`config.mk`:
```
export PLATFORM = sky130hd
export DESIGN_NAME = can_mode_ctrl
export DESIGN_NICKNAME = d
export VERILOG_FILES = /design/src/can_mode_pkg.sv /design/src/can_mode_ctrl.sv /design/src/can_idle_detect.sv /design/src/can_tx_mailbox.sv
export SDC_FILE = /design/constraint.sdc
export NUM_CORES = 1
export LEC_CHECK = 0
export BUFFER_PORTS_ARGS = -buffer_cell sky130_fd_sc_hd__buf_2
export CORE_AREA = 2 2 201 203
export CTS_BUF_LIST = sky130_fd_sc_hd__clkbuf_8
export DETAILED_ROUTE_END_ITERATION = 10
export DIE_AREA = 0 0 203 205
export MAX_ROUTING_LAYER = met4
export PLACE_DENSITY = 0.69
export SYNTH_ARGS = -nofsm -noshare
export SYNTH_HDL_FRONTEND = slang
export SYNTH_SLANG_ARGS = --single-unit
```
`constraint.sdc`:
```
create_clock -name clk_sys_i -period 4 [get_ports clk_sys_i]
set_input_delay 0.6 -clock clk_sys_i [delete_from_list [all_inputs] [get_ports clk_sys_i]]
set_output_delay 0.6 -clock clk_sys_i [all_outputs]
set_load 0.005 [all_outputs]
```
`src/can_mode_pkg.sv`:
```
// Purpose: Shared constants and types for the CAN mode and transmit mailbox controller
// Assumes: 32-bit word-aligned register bus, byte addresses below
// Notes:   Two transmit mailboxes, one register page per mailbox
package can_mode_pkg;

    localparam int unsigned IDLE_BITS = 11;
    localparam int unsigned NUM_MBOX  = 2;

    // Register byte offsets
    localparam logic [7:0] OFS_MCR   = 8'h00;
    localparam logic [7:0] OFS_MSR   = 8'h04;
    localparam logic [7:0] OFS_IER   = 8'h08;
    localparam logic [7:0] OFS_DIAG  = 8'h0C;
    localparam logic [7:0] OFS_TSR   = 8'h10;
    localparam logic [1:0] MB_REGION = 2'h1;
    localparam logic [2:0] MBF_CSR   = 3'h0;
    localparam logic [2:0] MBF_ID    = 3'h1;
    localparam logic [2:0] MBF_DLC   = 3'h2;
    localparam logic [2:0] MBF_DATA0 = 3'h3;
    localparam logic [2:0] MBF_DATA1 = 3'h4;

    // Field positions
    localparam int unsigned MCR_INIT_BIT  = 0;
    localparam int unsigned MCR_SLEEP_BIT = 1;
    localparam int unsigned MCR_AWAKE_BIT = 2;
    localparam int unsigned MSR_INIT_ACKNOWLEDGE_BIT  = 0;
    localparam int unsigned MSR_LOWPOWER_ACKNOWLEDGE_BIT  = 1;
    localparam int unsigned MSR_WAKE_BIT  = 2;
    localparam int unsigned MSR_RX_BIT    = 3;
    localparam int unsigned IER_WAKE_BIT  = 0;
    localparam int unsigned DIAG_SIL_BIT  = 0;
    localparam int unsigned DIAG_LBK_BIT  = 1;
    localparam int unsigned CSR_TRANSMIT_REQUEST_BIT  = 0;
    localparam int unsigned CSR_FLAG_LSB  = 1;
    localparam int unsigned CSR_STATE_LSB = 8;
    localparam int unsigned ID_IDE_BIT    = 29;
    localparam int unsigned TSR_STRIDE    = 8;

    // Mailbox flag order inside the 4-bit flag vector
    localparam int unsigned FLG_REQUEST_COMPLETE = 0;
    localparam int unsigned FLG_TRANSMIT_SUCCESS = 1;
    localparam int unsigned FLG_ARBITRATION_LOST = 2;
    localparam int unsigned FLG_TRANSMIT_ERROR = 3;

    // Reset values
    localparam logic [2:0] MCR_RESET  = 3'h2;
    localparam logic [1:0] DIAG_RESET = 2'h0;

    typedef enum logic [1:0] {MB_EMPTY, MB_PENDING, MB_SCHEDULED, MB_TRANSMIT} mb_state_t;
    typedef enum logic [1:0] {MODE_SLEEP, MODE_INIT, MODE_SYNC, MODE_NORMAL} mode_t;

    typedef struct packed {
        logic [28:0] id;
        logic        ide;
        logic [3:0]  dlc;
        logic [63:0] data;
    } tx_frame_t;

    typedef struct packed {
        logic done;
        logic ok;
        logic arb_lost;
        logic error;
    } tx_result_t;

endpackage

```
`src/can_mode_ctrl.sv`:
```
// Purpose: CAN mode controller, test mode pin routing and transmit mailboxes
// Assumes: Protocol core is external and reports bus idle and attempt results
// Notes:   Avalon-MM slave, one wait state per access
//
// Contract
// RQ1 - After reset the controller sits in sleep mode.
// RQ2 - Init and sleep requests are confirmed by matching acknowledge flags.
// RQ3 - Normal operation starts only after 11 consecutive recessive bits.
// RQ4 - Clearing init request drops init acknowledge, then bus sync follows.
// RQ5 - In init all transfers stop and transmit pin is recessive.
// RQ6 - Entering init leaves all configuration registers untouched.
// RQ7 - Software should keep unused filter banks inactive.
// RQ8 - Software writes filters only when inactive, scale only in init.
// RQ9 - Sleep stops the core clock; registers stay accessible, status frozen.
// RQ10 - Init request during sleep is not acknowledged.
// RQ11 - Sleep exits by software clear or bus activity with auto-wakeup.
// RQ12 - Bus activity raises wake-up interrupt when enabled, even with auto-wakeup.
// RQ13 - Sleep acknowledge clears only after bus synchronization; code also clears it on an init request during sync.
// RQ14 - Test mode bits are written in init; device then runs normal.
// RQ15 - Silent mode receives, never transmits, routes dominant bits internally.
// RQ16 - Loop-back feeds transmit to receive, ignores receive pin, pin shows traffic.
// RQ17 - Loop-back suppresses acknowledge errors.
// RQ18 - Loop-back plus silent disconnects receive pin and holds transmit recessive.
// RQ19 - Mailbox is written while empty; locked once it leaves empty.
// RQ20 - Mailbox goes pending, scheduled, transmit, then empty on success.
// RQ21 - Success sets request-complete and transmit-success in both status views.
// RQ22 - Failure sets arbitration-lost and/or transmit-error flags.
// RQ23 - Lowest identifier wins; equal identifiers pick the lower mailbox.
// RQ24 - Wake-up is a dominant receive level sampled on the free-running clock.
`timescale 1ns/1ps
`default_nettype none
module can_mode_ctrl
    import can_mode_pkg::*;
(
    input  wire logic        clk_sys_i,          // 200 MHz system clock
    input  wire logic        rst_i,              // Sync reset, high
    input  wire logic        ce_i,               // Clock enable
    input  wire logic [7:0]  avs_address_i,      // Byte address
    input  wire logic        avs_read_i,         // Read request
    input  wire logic        avs_write_i,        // Write request
    input  wire logic [31:0] avs_writedata_i,    // Write data
    input  wire logic [3:0]  avs_byteenable_i,   // Byte lanes
    output logic [31:0]      avs_readdata_o,     // Read data, registered
    output logic             avs_waitrequest_o,  // Stall
    input  wire logic        rx_pin_i,           // Transceiver receive level
    output logic             tx_pin_o,           // Transceiver transmit level
    output logic             core_clk_en_o,      // Core clock enable, low in sleep
    output logic             core_active_o,      // Core may receive and transmit
    input  wire logic        core_tx_bit_i,      // Bit the core drives
    output logic             core_rx_bit_o,      // Bit the core sees
    input  wire logic        bit_tick_i,         // Sample point strobe
    input  wire logic        core_bus_idle_i,    // Core sees bus idle
    output logic             ack_err_off_o,      // Ignore acknowledge errors
    output tx_frame_t        tx_frame_o,         // Frame to send, registered
    output logic             tx_start_o,         // Start pulse
    input  wire tx_result_t  tx_result_i,        // Attempt outcome
    output logic             wakeup_irq_o        // Wake-up interrupt level
);
    mode_t       mode_q;
    logic        init_req_q;
    logic        sleep_req_q;
    logic        auto_wake_q;
    logic        lowpower_acknowledge_q;
    logic        wake_flag_q;
    logic        wake_ie_q;
    logic        silent_q;
    logic        loopback_q;
    logic        sync_idle;
    logic        sync_restart;
    logic        bus_active;
    logic        ack_q;
    logic        wr_en;
    logic        rd_en;
    logic [31:0] wmask;
    logic [31:0] rdata_d;
    logic [31:0] id_q    [NUM_MBOX];
    logic [3:0]  dlc_q   [NUM_MBOX];
    logic [63:0] data_q  [NUM_MBOX];
    mb_state_t   mb_st   [NUM_MBOX];
    logic [3:0]  mb_flg  [NUM_MBOX];
    logic [NUM_MBOX-1:0] mb_req;
    logic [NUM_MBOX-1:0] mb_win;
    logic        win_valid;
    logic        win_idx;
    logic        tx_busy;
    logic        tx_idx_q;
    logic        start_ok;
    logic        mb_hit;
    logic        mb_sel;
    logic [2:0]  mb_fld;

    // Bus slave: every access sees exactly one wait state
    assign rd_en = avs_read_i && !ack_q && ce_i;
    assign wr_en = avs_write_i && !ack_q && ce_i;
    assign avs_waitrequest_o = (avs_read_i || avs_write_i) && !ack_q;
    assign wmask = {{8{avs_byteenable_i[3]}}, {8{avs_byteenable_i[2]}},
                    {8{avs_byteenable_i[1]}}, {8{avs_byteenable_i[0]}}};
    assign mb_hit = (avs_address_i[7:6] == MB_REGION);
    assign mb_sel = avs_address_i[5];
    assign mb_fld = avs_address_i[4:2];

    always_ff @(posedge clk_sys_i) begin
        if (rst_i) begin
            ack_q <= 1'b0;
        end else if (ce_i) begin
            ack_q <= (avs_read_i || avs_write_i) && !ack_q;
        end
    end

    // Wake-up seen on the free-running clock, core clock may be off
    assign bus_active = (mode_q == MODE_SLEEP) && !rx_pin_i; // RQ24

    // Control register; mode changes never touch configuration
    always_ff @(posedge clk_sys_i) begin
        if (rst_i) begin
            {auto_wake_q, sleep_req_q, init_req_q} <= MCR_RESET;
        end else if (ce_i) begin
            if (wr_en && !mb_hit && avs_address_i == OFS_MCR && avs_byteenable_i[0]) begin
                init_req_q  <= avs_writedata_i[MCR_INIT_BIT];
                sleep_req_q <= avs_writedata_i[MCR_SLEEP_BIT];
                auto_wake_q <= avs_writedata_i[MCR_AWAKE_BIT];
            end
            if (bus_active && auto_wake_q) begin
                sleep_req_q <= 1'b0; // RQ11
            end
        end
    end

    // Diagnostic bits only taken while in init
    always_ff @(posedge clk_sys_i) begin
        if (rst_i) begin
            {loopback_q, silent_q} <= DIAG_RESET;
        end else if (ce_i) begin
            if (wr_en && !mb_hit && avs_address_i == OFS_DIAG && avs_byteenable_i[0]
                && mode_q == MODE_INIT) begin
                silent_q   <= avs_writedata_i[DIAG_SIL_BIT];  // RQ14
                loopback_q <= avs_writedata_i[DIAG_LBK_BIT];  // RQ14
            end
        end
    end

    // Wake flag: hardware set wins over a write-one clear
    always_ff @(posedge clk_sys_i) begin
        if (rst_i) begin
            wake_flag_q <= 1'b0;
            wake_ie_q   <= 1'b0;
        end else if (ce_i) begin
            if (wr_en && !mb_hit && avs_address_i == OFS_IER && avs_byteenable_i[0]) begin
                wake_ie_q <= avs_writedata_i[IER_WAKE_BIT];
            end
            if (bus_active) begin
                wake_flag_q <= 1'b1; // RQ12
            end else if (wr_en && !mb_hit && avs_address_i == OFS_MSR && avs_byteenable_i[0]
                         && avs_writedata_i[MSR_WAKE_BIT]) begin
                wake_flag_q <= 1'b0;
            end
        end
    end

    assign wakeup_irq_o = wake_flag_q && wake_ie_q; // RQ12

    // Mode sequencing
    always_ff @(posedge clk_sys_i) begin
        if (rst_i) begin
            mode_q <= MODE_SLEEP; // RQ1
            lowpower_acknowledge_q <= 1'b1;       // RQ1
        end else if (ce_i) begin
            unique case (mode_q)
                MODE_SLEEP: begin
                    if (!sleep_req_q) begin
                        mode_q <= MODE_SYNC; // RQ11
                    end
                end
                MODE_INIT: begin
                    if (!init_req_q) begin
                        mode_q <= MODE_SYNC; // RQ4
                    end
                end
                MODE_SYNC: begin
                    if (init_req_q) begin
                        mode_q <= MODE_INIT; // RQ2 RQ6
                        lowpower_acknowledge_q <= 1'b0;
                    end else if (sleep_req_q) begin
                        mode_q <= MODE_SLEEP; // RQ2
                        lowpower_acknowledge_q <= 1'b1;
                    end else if (sync_idle) begin
                        mode_q <= MODE_NORMAL; // RQ3
                        lowpower_acknowledge_q <= 1'b0;        // RQ13
                    end
                end
                MODE_NORMAL: begin
                    if (init_req_q && !tx_busy) begin
                        mode_q <= MODE_INIT; // RQ2
                    end else if (sleep_req_q && !tx_busy) begin
                        mode_q <= MODE_SLEEP; // RQ2
                        lowpower_acknowledge_q <= 1'b1;
                    end
                end
            endcase
        end
    end

    assign core_clk_en_o = (mode_q != MODE_SLEEP); // RQ9
    assign core_active_o = (mode_q == MODE_NORMAL); // RQ5
    assign sync_restart  = (mode_q != MODE_SYNC);

    can_idle_detect #(
        .BITS       (IDLE_BITS)
    ) u_idle (
        .clk_sys_i  (clk_sys_i),
        .rst_i      (rst_i),
        .ce_i       (ce_i),
        .restart_i  (sync_restart),
        .bit_tick_i (bit_tick_i),
        .rx_bit_i   (core_rx_bit_o),
        .idle_o     (sync_idle)
    );

    // Pin routing for init and test modes
    always_comb begin
        if (!core_active_o || silent_q) begin
            tx_pin_o = 1'b1; // RQ5 RQ15 RQ18
        end else begin
            tx_pin_o = core_tx_bit_i; // RQ16
        end
        if (loopback_q) begin
            core_rx_bit_o = core_tx_bit_i; // RQ16 RQ18
        end else if (silent_q) begin
            core_rx_bit_o = rx_pin_i & core_tx_bit_i; // RQ15
        end else begin
            core_rx_bit_o = rx_pin_i;
        end
    end

    assign ack_err_off_o = loopback_q; // RQ17

    // Mailbox contents, writable only while empty
    always_ff @(posedge clk_sys_i) begin
        if (rst_i) begin
            for (int i = 0; i < NUM_MBOX; i++) begin
                id_q[i]   <= 32'h0000_0000;
                dlc_q[i]  <= 4'h0;
                data_q[i] <= 64'h0000_0000_0000_0000;
            end
        end else if (ce_i && wr_en && mb_hit && mb_st[mb_sel] == MB_EMPTY) begin // RQ19
            unique case (mb_fld)
                MBF_ID: begin
                    id_q[mb_sel] <= (id_q[mb_sel] & ~wmask) | (avs_writedata_i & wmask);
                end
                MBF_DLC: begin
                    if (avs_byteenable_i[0]) begin
                        dlc_q[mb_sel] <= avs_writedata_i[3:0];
                    end
                end
                MBF_DATA0: begin
                    data_q[mb_sel][31:0] <= (data_q[mb_sel][31:0] & ~wmask) | (avs_writedata_i & wmask);
                end
                MBF_DATA1: begin
                    data_q[mb_sel][63:32] <= (data_q[mb_sel][63:32] & ~wmask) | (avs_writedata_i & wmask);
                end
                default: begin
                end
            endcase
        end
    end

    // Priority: lowest identifier, mailbox 0 on a tie; ids compare on bits 28:0 as stored
    always_comb begin
        win_valid = 1'b0;
        win_idx   = 1'b0;
        if (mb_st[0] != MB_EMPTY && mb_st[0] != MB_TRANSMIT) begin
            win_valid = 1'b1;
        end
        if (mb_st[1] != MB_EMPTY && mb_st[1] != MB_TRANSMIT) begin
            if (!win_valid || id_q[1][28:0] < id_q[0][28:0]) begin
                win_idx = 1'b1; // RQ23
            end
            win_valid = 1'b1;
        end
    end

    assign tx_busy  = (mb_st[0] == MB_TRANSMIT) || (mb_st[1] == MB_TRANSMIT);
    assign start_ok = win_valid && !tx_busy && core_bus_idle_i && mode_q == MODE_NORMAL
                      && (!silent_q || loopback_q) && mb_st[win_idx] == MB_SCHEDULED; // RQ15 RQ18 RQ20
    assign tx_start_o = start_ok;

    always_ff @(posedge clk_sys_i) begin
        if (rst_i) begin
            tx_idx_q   <= 1'b0;
            tx_frame_o <= '0;
        end else if (ce_i && start_ok) begin
            tx_idx_q   <= win_idx;
            tx_frame_o <= {id_q[win_idx][28:0], id_q[win_idx][ID_IDE_BIT],
                           dlc_q[win_idx], data_q[win_idx]};
        end
    end

    for (genvar g = 0; g < NUM_MBOX; g++) begin : g_mb
        tx_result_t res;
        logic [3:0] clr;
        logic       req;

        assign req = wr_en && mb_hit && mb_sel == g[0] && mb_fld == MBF_CSR
                     && avs_byteenable_i[0] && avs_writedata_i[CSR_TRANSMIT_REQUEST_BIT]
                     && mb_st[g] == MB_EMPTY; // RQ19
        assign clr = (wr_en && mb_hit && mb_sel == g[0] && mb_fld == MBF_CSR
                      && avs_byteenable_i[0]) ? avs_writedata_i[CSR_FLAG_LSB +: 4] : 4'h0;
        // Results ignored in sleep so status stays frozen
        assign res = (tx_idx_q == g[0] && mode_q != MODE_SLEEP) ? tx_result_i : '0; // RQ9
        assign mb_req[g] = req;
        assign mb_win[g] = win_valid && win_idx == g[0] && mode_q == MODE_NORMAL;

        can_tx_mailbox u_mb (
            .clk_sys_i (clk_sys_i),
            .rst_i     (rst_i),
            .ce_i      (ce_i),
            .request_i (mb_req[g]),
            .winner_i  (mb_win[g]),
            .start_i   (start_ok && win_idx == g[0]),
            .result_i  (res),
            .clr_i     (clr),
            .state_o   (mb_st[g]),
            .flags_o   (mb_flg[g])
        );
    end

    // Read mux
    always_comb begin
        rdata_d = 32'h0000_0000;
        if (mb_hit) begin
            unique case (mb_fld)
                MBF_CSR: begin
                    rdata_d[CSR_FLAG_LSB +: 4]  = mb_flg[mb_sel];
                    rdata_d[CSR_STATE_LSB +: 2] = mb_st[mb_sel];
                end
                MBF_ID:    rdata_d = id_q[mb_sel];
                MBF_DLC:   rdata_d[3:0] = dlc_q[mb_sel];
                MBF_DATA0: rdata_d = data_q[mb_sel][31:0];
                MBF_DATA1: rdata_d = data_q[mb_sel][63:32];
                default: begin
                end
            endcase
        end else begin
            unique case (avs_address_i)
                OFS_MCR: rdata_d[2:0] = {auto_wake_q, sleep_req_q, init_req_q};
                OFS_MSR: begin
                    rdata_d[MSR_INIT_ACKNOWLEDGE_BIT] = (mode_q == MODE_INIT); // RQ2 RQ4 RQ10
                    rdata_d[MSR_LOWPOWER_ACKNOWLEDGE_BIT] = lowpower_acknowledge_q;                // RQ2 RQ13
                    rdata_d[MSR_WAKE_BIT] = wake_flag_q;
                    rdata_d[MSR_RX_BIT]   = rx_pin_i;
                end
                OFS_IER:  rdata_d[IER_WAKE_BIT] = wake_ie_q;
                OFS_DIAG: rdata_d[1:0] = {loopback_q, silent_q};
                OFS_TSR: begin
                    for (int i = 0; i < NUM_MBOX; i++) begin
                        rdata_d[i*TSR_STRIDE +: 4] = mb_flg[i]; // RQ21
                    end
                end
                default: begin
                end
            endcase
        end
    end

    always_ff @(posedge clk_sys_i) begin
        if (rst_i) begin
            avs_readdata_o <= 32'h0000_0000;
        end else if (rd_en) begin
            avs_readdata_o <= rdata_d;
        end
    end
endmodule
`default_nettype wire

```
`src/can_idle_detect.sv`:
```
// Purpose: Bus idle detector, counts consecutive recessive bits
// Assumes: bit_tick_i marks one sample point per bit time
// Notes:   Restart clears the run so each sync waits afresh
`timescale 1ns/1ps
`default_nettype none
module can_idle_detect
    import can_mode_pkg::*;
#(
    parameter int unsigned BITS = IDLE_BITS
) (
    input  wire logic clk_sys_i,  // System clock
    input  wire logic rst_i,      // Sync reset, high
    input  wire logic ce_i,       // Clock enable
    input  wire logic restart_i,  // Forget the current run
    input  wire logic bit_tick_i, // Sample point strobe
    input  wire logic rx_bit_i,   // Receive path level
    output logic      idle_o      // Run of recessive bits reached
);
    logic [4:0] run_q;

    always_ff @(posedge clk_sys_i) begin
        if (rst_i) begin
            run_q <= 5'h00;
        end else if (ce_i) begin
            if (restart_i || (bit_tick_i && !rx_bit_i)) begin
                run_q <= 5'h00;
            end else if (bit_tick_i && run_q != BITS[4:0]) begin
                run_q <= run_q + 5'h01; // RQ3
            end
        end
    end

    assign idle_o = (run_q == BITS[4:0]);
endmodule
`default_nettype wire

```
`src/can_tx_mailbox.sv`:
```
// Purpose: One transmit mailbox life cycle and its completion flags
// Assumes: Result strobes arrive only while this mailbox transmits
// Notes:   A failed attempt returns to pending for automatic retry
`timescale 1ns/1ps
`default_nettype none
module can_tx_mailbox
    import can_mode_pkg::*;
(
    input  wire logic       clk_sys_i, // System clock
    input  wire logic       rst_i,     // Sync reset, high
    input  wire logic       ce_i,      // Clock enable
    input  wire logic       request_i, // Transmit request write
    input  wire logic       winner_i,  // Highest priority pending
    input  wire logic       start_i,   // Transmission begins
    input  wire tx_result_t result_i,  // Attempt outcome
    input  wire logic [3:0] clr_i,     // Flag clear strobes
    output mb_state_t       state_o,   // Life cycle state
    output logic [3:0]      flags_o    // Completion flags
);
    mb_state_t  st_q;
    logic [3:0] flg_q;
    logic [3:0] flg_d;

    always_ff @(posedge clk_sys_i) begin
        if (rst_i) begin
            st_q <= MB_EMPTY;
        end else if (ce_i) begin
            unique case (st_q)
                MB_EMPTY: begin
                    if (request_i) begin
                        st_q <= MB_PENDING; // RQ20
                    end
                end
                MB_PENDING: begin
                    if (winner_i) begin
                        st_q <= MB_SCHEDULED; // RQ20
                    end
                end
                MB_SCHEDULED: begin
                    if (start_i) begin
                        st_q <= MB_TRANSMIT; // RQ20
                    end else if (!winner_i) begin
                        st_q <= MB_PENDING;
                    end
                end
                MB_TRANSMIT: begin
                    if (result_i.done) begin
                        st_q <= result_i.ok ? MB_EMPTY : MB_PENDING; // RQ20
                    end
                end
            endcase
        end
    end

    // Hardware set applied after software clear, so a coincident event survives
    always_comb begin
        flg_d = flg_q & ~clr_i;
        if (request_i && st_q == MB_EMPTY) begin
            flg_d = 4'h0;
        end
        if (st_q == MB_TRANSMIT && result_i.done) begin
            if (result_i.ok) begin
                flg_d[FLG_REQUEST_COMPLETE] = 1'b1; // RQ21
                flg_d[FLG_TRANSMIT_SUCCESS] = 1'b1; // RQ21
            end else begin
                flg_d[FLG_TRANSMIT_SUCCESS] = 1'b0;
                flg_d[FLG_ARBITRATION_LOST] = flg_d[FLG_ARBITRATION_LOST] | result_i.arb_lost; // RQ22
                flg_d[FLG_TRANSMIT_ERROR] = flg_d[FLG_TRANSMIT_ERROR] | result_i.error;    // RQ22
            end
        end
    end

    always_ff @(posedge clk_sys_i) begin
        if (rst_i) begin
            flg_q <= 4'h0;
        end else if (ce_i) begin
            flg_q <= flg_d;
        end
    end

    assign state_o = st_q;
    assign flags_o = flg_q;
endmodule
`default_nettype wire

```
==> results of run 1 <==
-- power by group --
part | switching [W] | total, W | internal (W)
Sequential | 0.0000443 | 0.00401 | 0.00397
Combinational | 0.000444 | 0.000654 | 0.000210
Clock | 0.00161 | 0.00337 | 0.00176
Total | 0.00209 | 0.00803 | 0.00593
-- registers in the layout (all words and copies together) (netlist names) --
name                    count
ack_err_off_o               1
wake_flag_q                 1
mode_q                      2
g_mb.u_mb.flags_o           8
sleep_req_q                 1
u_idle.run_q                5
id_q                       64
dlc_q                       8
avs_readdata_o             32
init_req_q                  1
ack_q                       1
tx_frame_o                 98
lowpower_acknowledge_q      1
tx_idx_q                    1
wake_ie_q                   1
silent_q                    1
data_q                    128
g_mb.u_mb.state_o           4
auto_wake_q                 1
-- per-stage QoR --
stage / std cells / total power, W
5_1_grt: 2769 / 0.00831
4_1_cts: 2764 / 0.00807
6_report: 2769 / 0.00803
3_3_place_gp: 2643 / 0.00471
2_1_floorplan: 2047 / 0.00447
3_5_place_dp: 2643 / 0.00472
-- critical path: cells and delay by family (launching register included) --
kind	cells	cell delay, ns
adder cells (fa/ha/maj)	1	0.34
buffers and inverters	1	0.14
flip-flops	1	0.42
AND/OR/NAND/NOR	1	0.58
AO/OA/AOI/OAI	5	1.17
-- routing by layer --
metal	part of all wire	vias up
met5	0	-
met4	0.045	0
met3	0.073	154
met2	0.48	789
met1	0.40	8064
li1	-	7764
-- worst paths after layout --
kind	from	to	slack, ns	depth (start not counted)
worst max register to register	id_q[1][10]$_SDFFCE_PN0P_	tx_frame_o[64]$_SDFFE_PP0P_	0.41	9
worst max-delay path	id_q[1][10]$_SDFFCE_PN0P_	tx_start_o	0.15	8
worst min-delay path	avs_writedata_i[2]	auto_wake_q$_SDFFE_PP0P_	0.35	3
worst min register to register	avs_readdata_o[6]$_SDFFE_PP0P_	avs_readdata_o[6]$_SDFFE_PP0P_	0.45	2
-- layout make-up --
type	instances	share of cell area
multi-input cells	1439	0.422
flip-flops and latches	359	0.411
repair buffers	253	0.0699
clock buffers	77	0.0474
well taps	525	0.0294
inverters	72	0.0121
clock inverters	43	0.00867
diodes	1	0.000112
-- synthesized netlist by cell type (all sizes together) (72+ instances only) --
library cell,number
nor2b,73
nor2,265
inv,72
o21ai,137
or4b,72
edfxtp,200
clkbuf,155
nand2b,73
o31ai,73
dfxtp,159
mux2,109
nand2,134
a21oi,127
-- repair_timing --
item                                    in CTS  in global routing
hold buffers                                 0                  0
gates resized for setup                      2                  3
pin swaps                                    1                  3
endpoints found under the setup margin       1                  1
endpoints found under the hold margin        0                  0
buffers inserted                             0                  4
cloned                                       1                  0
-- cells by family after synthesis --
family / after synthesis
compound gates: 511
simple gates: 730
buf+inv: 250
fa+ha+maj: 37
flops: 359
xor+xnor: 4
mux: 156
==> reports/metrics.yaml, run 1 <==
drive_gt1_frac: 0.242
syn_avg_cell_area_um2: 9.54
clk_path_buf_depth: 3
ant_nets: 0
h-tree-depth: 3
max_stage_delay_ns: 0.58
nNetsFinal: 2285
ys_ff_latch: 359
grt_pass1_vias: 16343
clk_pin_slew_ns: 0.06
final_cell_mix: "nor2_1, edfxtp_1, buf_2, dfxtp_1, o21ai_0"
grt_max_degree: 181
nFillCells: 3521
holdWs_ns: 0.351
start_util: 0.496
maxSlewHeadroom: 0.394
synth_mux_area_frac: 0.0869
layout_setup_ws_ns: 0.149
grt_pass1_wl_mm: 94.5
cts.sinks: 359
synth_top_cell_by_area: "edfxtp_1"
required_ns: 3.40
rsz0062_at_grt: "no"
synth_fa_ha_area_frac: 0.0237
crit_fanout: 5
worstPathArrival_ns: 3.25
slowest_stage: "or4b_4"
cp-end-kind: "output pin"
io_pins: 195
min_period_over_period: 0.963
async_flop_share: 0
leakage_nw: 8.63
cts_tree: "yes"
setup-tns-final_ns: 0
die_w_um: 203
groute.layer.met3.usage: 0.0519
dr.pass1.iters: 5
cp-start-kind: "register"
syn_nets: 2141
grt-busiest-layer: "met2"
synth-compound-area-share: 0.167
routabilityCongestion: 0.927
path_cells: "ha_1 -> a21o_1 -> a21o_1 -> a21o_1 -> o31a_2 -> or4b_4 -> a21boi_1 -> buf_2"
die_y_um: 205
slew_violations: 0
fin_skew_ns: 0.0462
wire_per_inst_um: 22.4
place_ws_ns: 0.394
criticalPathCategory: "register to output pin"
drt-vias-per-instance: 6.06
antenna_found_initial: 1
clockRootBuffer: "clkbuf_8"
synthSimpleGateAreaFrac: 0.199
synth_cells: 2047
placed_area_mm2: 0.0211
drv_cap: 0
vdd_ir_drop_max_mv: 0.235
grtUsageMet2: 0.486
synth_warnings: 0
cts_buffers: 66
synth_top_family_by_area: "simple AND/OR/NAND/NOR gates"
netlist.area_leader.share: 0.308
grt_use_total: 0.302
drc_errors: 0
final_common_cell: "nor2_1"
min_path_type: "input pin to register"
synth_seq_area_share: 0.471
row_count: 73
io_buffers: 194
synth_flop_cell: "edfxtp_1"
grt_overflow: 0
wirelength_mm: 62.1
yosysUniqueCellTypes: 61
fin_util: 0.568
cp_common_cell: "a21o_1"
fmax_mhz: 260
synth_area_leaders: "edfxtp_1, dfxtp_1, mux2_2"
grt_use_met1: 0.373
setup_violations: 0
synthXorXnorAreaFrac: 0.00179
insertion_delay_ns: 0.63
register_area_mm2: 0.00919
multi_input_area_mm2: 0.00944
core_mm2: 0.0394
die_area_mm2: 0.0416
hold_viol_final: 0
status: "completed"
synth-edff-count: 200
layout_min_cycle_time_ns: 3.85
tightest_slew_ns: 0.909
dp_hpwl_mm: 41.2
syn2layout_area_growth_pct: 14.6
design_area_mm2: 0.0224
syn_area_mm2: 0.0195
num_vias: 16771
power.density_mw_per_mm2: 359
drt_first_iter_violations: 1641
Note: power is estimated with default switching activity, not from simulation.
==> inputs of run 2 (changes only) <==
Settings changed: CORE_AREA 2 2 201 203 to 2 2 200 202, DIE_AREA 0 0 203 205 to 0 0 202 204, SYNTH_HIERARCHICAL from default to 1.
Clock period 4 ns to 4.8 ns, I/O delays scaled along.
==> reports/metrics.yaml, run 2 <==
status: "completed"
layout_min_cycle_time_ns: 4.22
yosysUniqueCellTypes: 67
required_ns: 4.08
path_cells: "ha_1 -> nand4_1 -> nor3_1 -> a21boi_1 -> a31oi_4 -> nor2_1 -> o31ai_1 -> buf_2"
reg2reg_setup_slack_ns: 0.85
fin_util: 0.553
seqPwrFrac: 0.518
power_w: 0.00646
critPathBufInv: 1
cts_buffers: 60
largestRegisters: "data_q x128, tx_frame_o x98, id_q x64"
cp_top_family: "compound AO/OA/AOI/OAI gates"
synth_area_leaders: "edfxtp_1, dfxtp_1, nand2_1"
syn2layout_area_growth_pct: 12.7
cp-end-kind: "output pin"
async_flop_share: 0
synth_cells: 2029
die_w_um: 202
die_y_um: 204
worstPathArrival_ns: 3.50
leakage_nw: 8.51
min_period_over_period: 0.880
p_sw_frac: 0.261
grt_pass1_wl_mm: 99.6
row_count: 73
antenna_found_initial: 1
rsz0062_at_grt: "no"
power.density_mw_per_mm2: 298
synth_seq_area_share: 0.478
fmax_mhz: 237
max_stage_delay_ns: 0.46
setup_violations: 0
clockRootBuffer: "clkbuf_8"
synth-edff-count: 200
final_cell_mix: "nand2_1, nor2_1, edfxtp_1, buf_2, dfxtp_1"
routabilityCongestion: 0.996
largest_reg_flops: 128
clk_pin_slew_ns: 0.06
io_buffers: 194
cts_setup_buffers: 0
nFillCells: 3561
postCtsHoldBufs: 0
cts-resized-gates: 0
rr_worst_depth: 10
drive_gt1_frac: 0.182
p_int_w: 0.00477
grt_overflow: 0
clk_path_buf_depth: 3
synth_warnings: 6
criticalPathCategory: "register to output pin"
die_area_mm2: 0.0412
syn_nets: 2119
hold_depth: 3
wl_met1_mm: 26.0
grt_pass1_vias: 16527
dp_hpwl_mm: 43.7
worstHoldStart: "rx_pin_i"
drv_cap: 0
r2r-end: "tx_frame_o[97]$_SDFFE_PP0P_"
fin_skew_ns: 0.0546
drc_errors: 0
synth_top_cell_by_area: "edfxtp_1"
p_comb_frac: 0.077
h-tree-depth: 2
synthTopCellsByCount: "nand2_1, nor2_1, edfxtp_1, dfxtp_1, o21ai_0"
setup-tns-final_ns: 0
final_common_cell: "nand2_1"
route.met2.wl_mm: 30.6
insertion_delay_ns: 0.68
hold_viol_final: 0
core_mm2: 0.0392
p_sw_w: 0.00169
min_path_type: "input pin to register"
cts.sinks: 359
ant_nets: 0
wire_per_inst_um: 24.1
rr_startpoint: "g_mb[1].u_mb/state_o[1]$_SDFFE_PP0P_"
top_register: "data_q"
maxSlewHeadroom: 0.168
num_vias: 16973
slew_violations: 0
wirelength_mm: 66.0
cp-start-kind: "register"
netlist.area_leader.share: 0.312
drt-vias-per-instance: 6.19
tightest_slew_ns: 1.25
yosysMostFrequentCell: "nand2_1"
ys_ff_latch: 359
cts_tree: "yes"
grt_max_degree: 98
hold_end: "wake_flag_q$_SDFFE_PP0P_"
nNetsFinal: 2256
syn_avg_cell_area_um2: 9.47
p_clk_frac: 0.405
grt_use_total: 0.326
io_pins: 195
vdd_ir_drop_max_mv: 0.189
slowest_stage: "a31oi_4"
syn_area_mm2: 0.0192
dr.pass1.iters: 7
drt_first_iter_violations: 1670
crit_fanout: 15
start_util: 0.491
dr_wl_met3_mm: 5.71
synth_flop_cell: "edfxtp_1"
routed.top_layer: "met4"
-- run 2: logic make-up (layout without fill, tap and decap cells) --
kind of cell    count (synthesis)  in the layout  share of synthesized area
simple gates                  852            852                      0.201
other cells                     0              1                          0
buf+inv                       203            391                     0.0471
mux                           193            193                      0.117
flops                         359            359                      0.478
compound gates                389            389                      0.136
fa+ha+maj                      33             33                     0.0215
-- run 2: worst max path at each step --
| stage | start | endpoint | slack [ns] | cells past startpoint |
|---|---|---|---|---|
| 6_report | id_q[1][27]$_SDFFCE_PN0P_ | tx_start_o | 0.58 | 8 |
| 2_1_floorplan | ce_i | data_q[0][0]$_SDFFCE_PN0P_ | 1.86 | 7 |
| 5_1_grt | id_q[0][3]$_SDFFCE_PN0P_ | tx_start_o | 0.40 | 9 |
| 3_3_place_gp | g_mb[1].u_mb/state_o[1]$_SDFFE_PP0P_ | tx_frame_o[87]$_SDFFE_PP0P_ | 1.03 | 10 |
| 3_5_place_dp | g_mb[1].u_mb/state_o[0]$_SDFFE_PP0P_ | tx_frame_o[93]$_SDFFE_PP0P_ | 0.90 | 10 |
| 4_1_cts | id_q[1][27]$_SDFFCE_PN0P_ | tx_start_o | 0.61 | 8 |
-- run 2: final cells by class --
cell class / instances / area (um2) / share of cell area
Tap cell: 525 / 657 / 0.0303
Inverter: 50 / 188 / 0.00866
Timing Repair Buffer: 228 / 1310 / 0.0605
Antenna cell: 1 / 2.50 / 0.000116
Sequential cell: 359 / 9190 / 0.424
Clock inverter: 47 / 221 / 0.0102
Multi-Input combinational cell: 1467 / 9190 / 0.424
Clock buffer: 66 / 908 / 0.0419
-- run 2: power by group through the flow --
stage	registers, W	logic [W]	clock network [W]
final	0.00335	0.000496	0.00261
after global routing	0.00336	0.000527	0.00278
after CTS	0.00335	0.000485	0.00264
after detailed placement	0.00341	0.000483	0
after global placement	0.00341	0.000478	0
after floorplan	0.00340	0.000292	0
-- run 2: worst register-to-register path: stages (launching register included) --
cell	delay, ns
dfxtp_1	0.62
inv_1	0.09
ha_1	0.35
o211ai_1	0.25
and4b_1	0.28
nand4_1	0.10
buf_4	0.69
buf_4	0.76
mux2_1	0.41
nor3_1	0.19
a311oi_1	0.08
-- run 2: per-stage QoR --
stage	hold slack [ns]	std cells	setup WS, ns	cell area, um2
after floorplan	0.448	2029	1.86	19200
after global placement	0.438	2629	1.03	20500
after detailed placement	0.448	2629	0.899	20500
after CTS	0.366	2742	0.614	21700
after global routing	0.396	2743	0.397	21700
final	0.411	2743	0.576	21700
-- run 2: routing by layer --
metal / GRT usage / vias to the layer above
met1: 0.410 / 8221
met2: 0.508 / 968
met5: - / -
li1: - / 7610
met4: 0.178 / 0
met3: 0.0464 / 174
==> inputs of run 3 (changes only) <==
Settings changed: CORE_AREA 2 2 200 202 to 2 2 196 198, DIE_AREA 0 0 202 204 to 0 0 198 200, PLACE_DENSITY 0.69 to 0.71.
==> reports/metrics.yaml, run 3 (synthesis gave the netlist of run 2 again) <==
row_count: 71
rsz0062_at_grt: "no"
p_int_w: 0.00490
p_comb_frac: 0.075
postCtsHoldBufs: 0
routabilityCongestion: 0.978
dp_hpwl_mm: 44.0
setup-tns-final_ns: 0
clockRootBuffer: "clkbuf_8"
p_sw_w: 0.00170
clk_path_buf_depth: 3
insertion_delay_ns: 0.67
grt_use_total: 0.340
largestRegisters: "data_q x128, tx_frame_o x98, id_q x64"
rr_startpoint: "g_mb[1].u_mb/state_o[0]$_SDFFE_PP0P_"
start_util: 0.514
h-tree-depth: 2
wirelength_mm: 65.8
vdd_ir_drop_max_mv: 0.180
grt_pass1_vias: 16499
setup_violations: 0
p_clk_frac: 0.417
die_w_um: 198
power.density_mw_per_mm2: 304
crit_start: "g_mb[0].u_mb/state_o[1]$_SDFFE_PP0P_"
ant_nets: 0
maxSlewHeadroom: 0.297
nNetsFinal: 2259
grt_pass1_wl_mm: 98.6
slew_violations: 0
wire_per_inst_um: 24.1
final_common_cell: "nand2_1"
seqPwrFrac: 0.508
clk_pin_slew_ns: 0.06
grt_max_degree: 101
cts_setup_buffers: 0
antenna_found_initial: 0
final_cell_mix: "nand2_1, nor2_1, edfxtp_1, buf_2, dfxtp_1"
cts.sinks: 359
dr.pass1.iters: 7
crit_fanout: 13
syn2layout_area_growth_pct: 13.1
cp-end-kind: "output pin"
drt-vias-per-instance: 6.25
drv_cap: 0
top_register: "data_q"
die_area_mm2: 0.0396
largest_reg_flops: 128
layout_min_cycle_time_ns: 3.95
fmax_mhz: 253
drt_first_iter_violations: 1946
num_vias: 17074
die_y_um: 200
p_sw_frac: 0.258
required_ns: 4.08
tightest_slew_ns: 1.05
core_mm2: 0.0374
worstHoldStart: "bit_tick_i"
cts-resized-gates: 0
design_area_mm2: 0.0217
drc_errors: 0
cts_tree: "yes"
cts_buffers: 60
fin_skew_ns: 0.0269
io_buffers: 194
placed_area_mm2: 0.0205
min_path_type: "input pin to register"
min_period_over_period: 0.822
criticalPathCategory: "register to output pin"
worstPathArrival_ns: 3.23
status: "completed"
drive_gt1_frac: 0.188
nFillCells: 3286
hold_viol_final: 0
leakage_nw: 8.51
grt_overflow: 0
cp-start-kind: "register"
io_pins: 195
run 3: cell count changes in the layout (fill, tap and decap cells not counted), sizes merged:
cell,delta
clkinv,+9
clkinvlp,+2
bufinv,+1
inv,-15
clkbuf,+4
buf,+3
run 3: worst max-delay path, stage by stage, from the launching register on:
cell and delay [ns]:
dfxtp_1 0.64, inv_1 0.13, ha_1 0.37, inv_1 0.15
nor2_1 0.06, a21boi_1 0.30, a31oi_4 0.09, or4_1 0.54
o31ai_1 0.12, buf_2 0.17
run 3: routing by layer:
| metal | global-route usage | up-vias | wire (um) |
|---|---|---|---|
| li1 | - | 7638 | - |
| met3 | 0.0640 | 215 | 6550 |
| met4 | 0.182 | 0 | 3910 |
| met1 | 0.420 | 8198 | 25200 |
| met5 | - | - | 0 |
| met2 | 0.532 | 1023 | 30100 |
run 3: path summary, 6_finish.rpt:
check,end,slack [ns],cells past startpoint
worst max register to register,tx_frame_o[46]$_SDFFE_PP0P_,1.28,8
worst min register to register,avs_readdata_o[30]$_SDFFE_PP0P_,0.45,2
worst max-delay path,tx_start_o,0.85,9
worst min-delay path,u_idle/run_q[1]$_SDFFE_PP0P_,0.40,3
run 3: cell type report:
class | instances | area [um2] | area share
sequential | 359 | 9190 | 0.423
clock buffer | 70 | 963 | 0.0443
timing repair buffer | 231 | 1320 | 0.0607
antenna | 1 | 2.50 | 0.000115
clock inverter | 44 | 249 | 0.0115
multi-input combinational | 1467 | 9180 | 0.423
inverter | 50 | 188 | 0.00864
tap | 511 | 639 | 0.0294
run 3: power groups by stage:
stage               combinational, W  sequential, W  clock, W
global route                0.000527        0.00336   0.00289
CTS                         0.000482        0.00335   0.00277
floorplan                   0.000292        0.00340         0
detailed placement          0.000480        0.00342         0
finish                      0.000496        0.00335   0.00275
global placement            0.000475        0.00341         0
run 3: metrics by stage:
step                      power (W)   util  worst slack [ns]  cells  hold WS [ns]
final                       0.00660  0.581             0.852   2733         0.401
after global routing        0.00678  0.581             0.674   2732         0.402
after global placement      0.00389  0.549              1.48   2618         0.438
after detailed placement    0.00389  0.549              1.34   2618         0.445
after floorplan             0.00369      -              1.86   2029         0.448
after CTS                   0.00660  0.581             0.867   2732         0.366
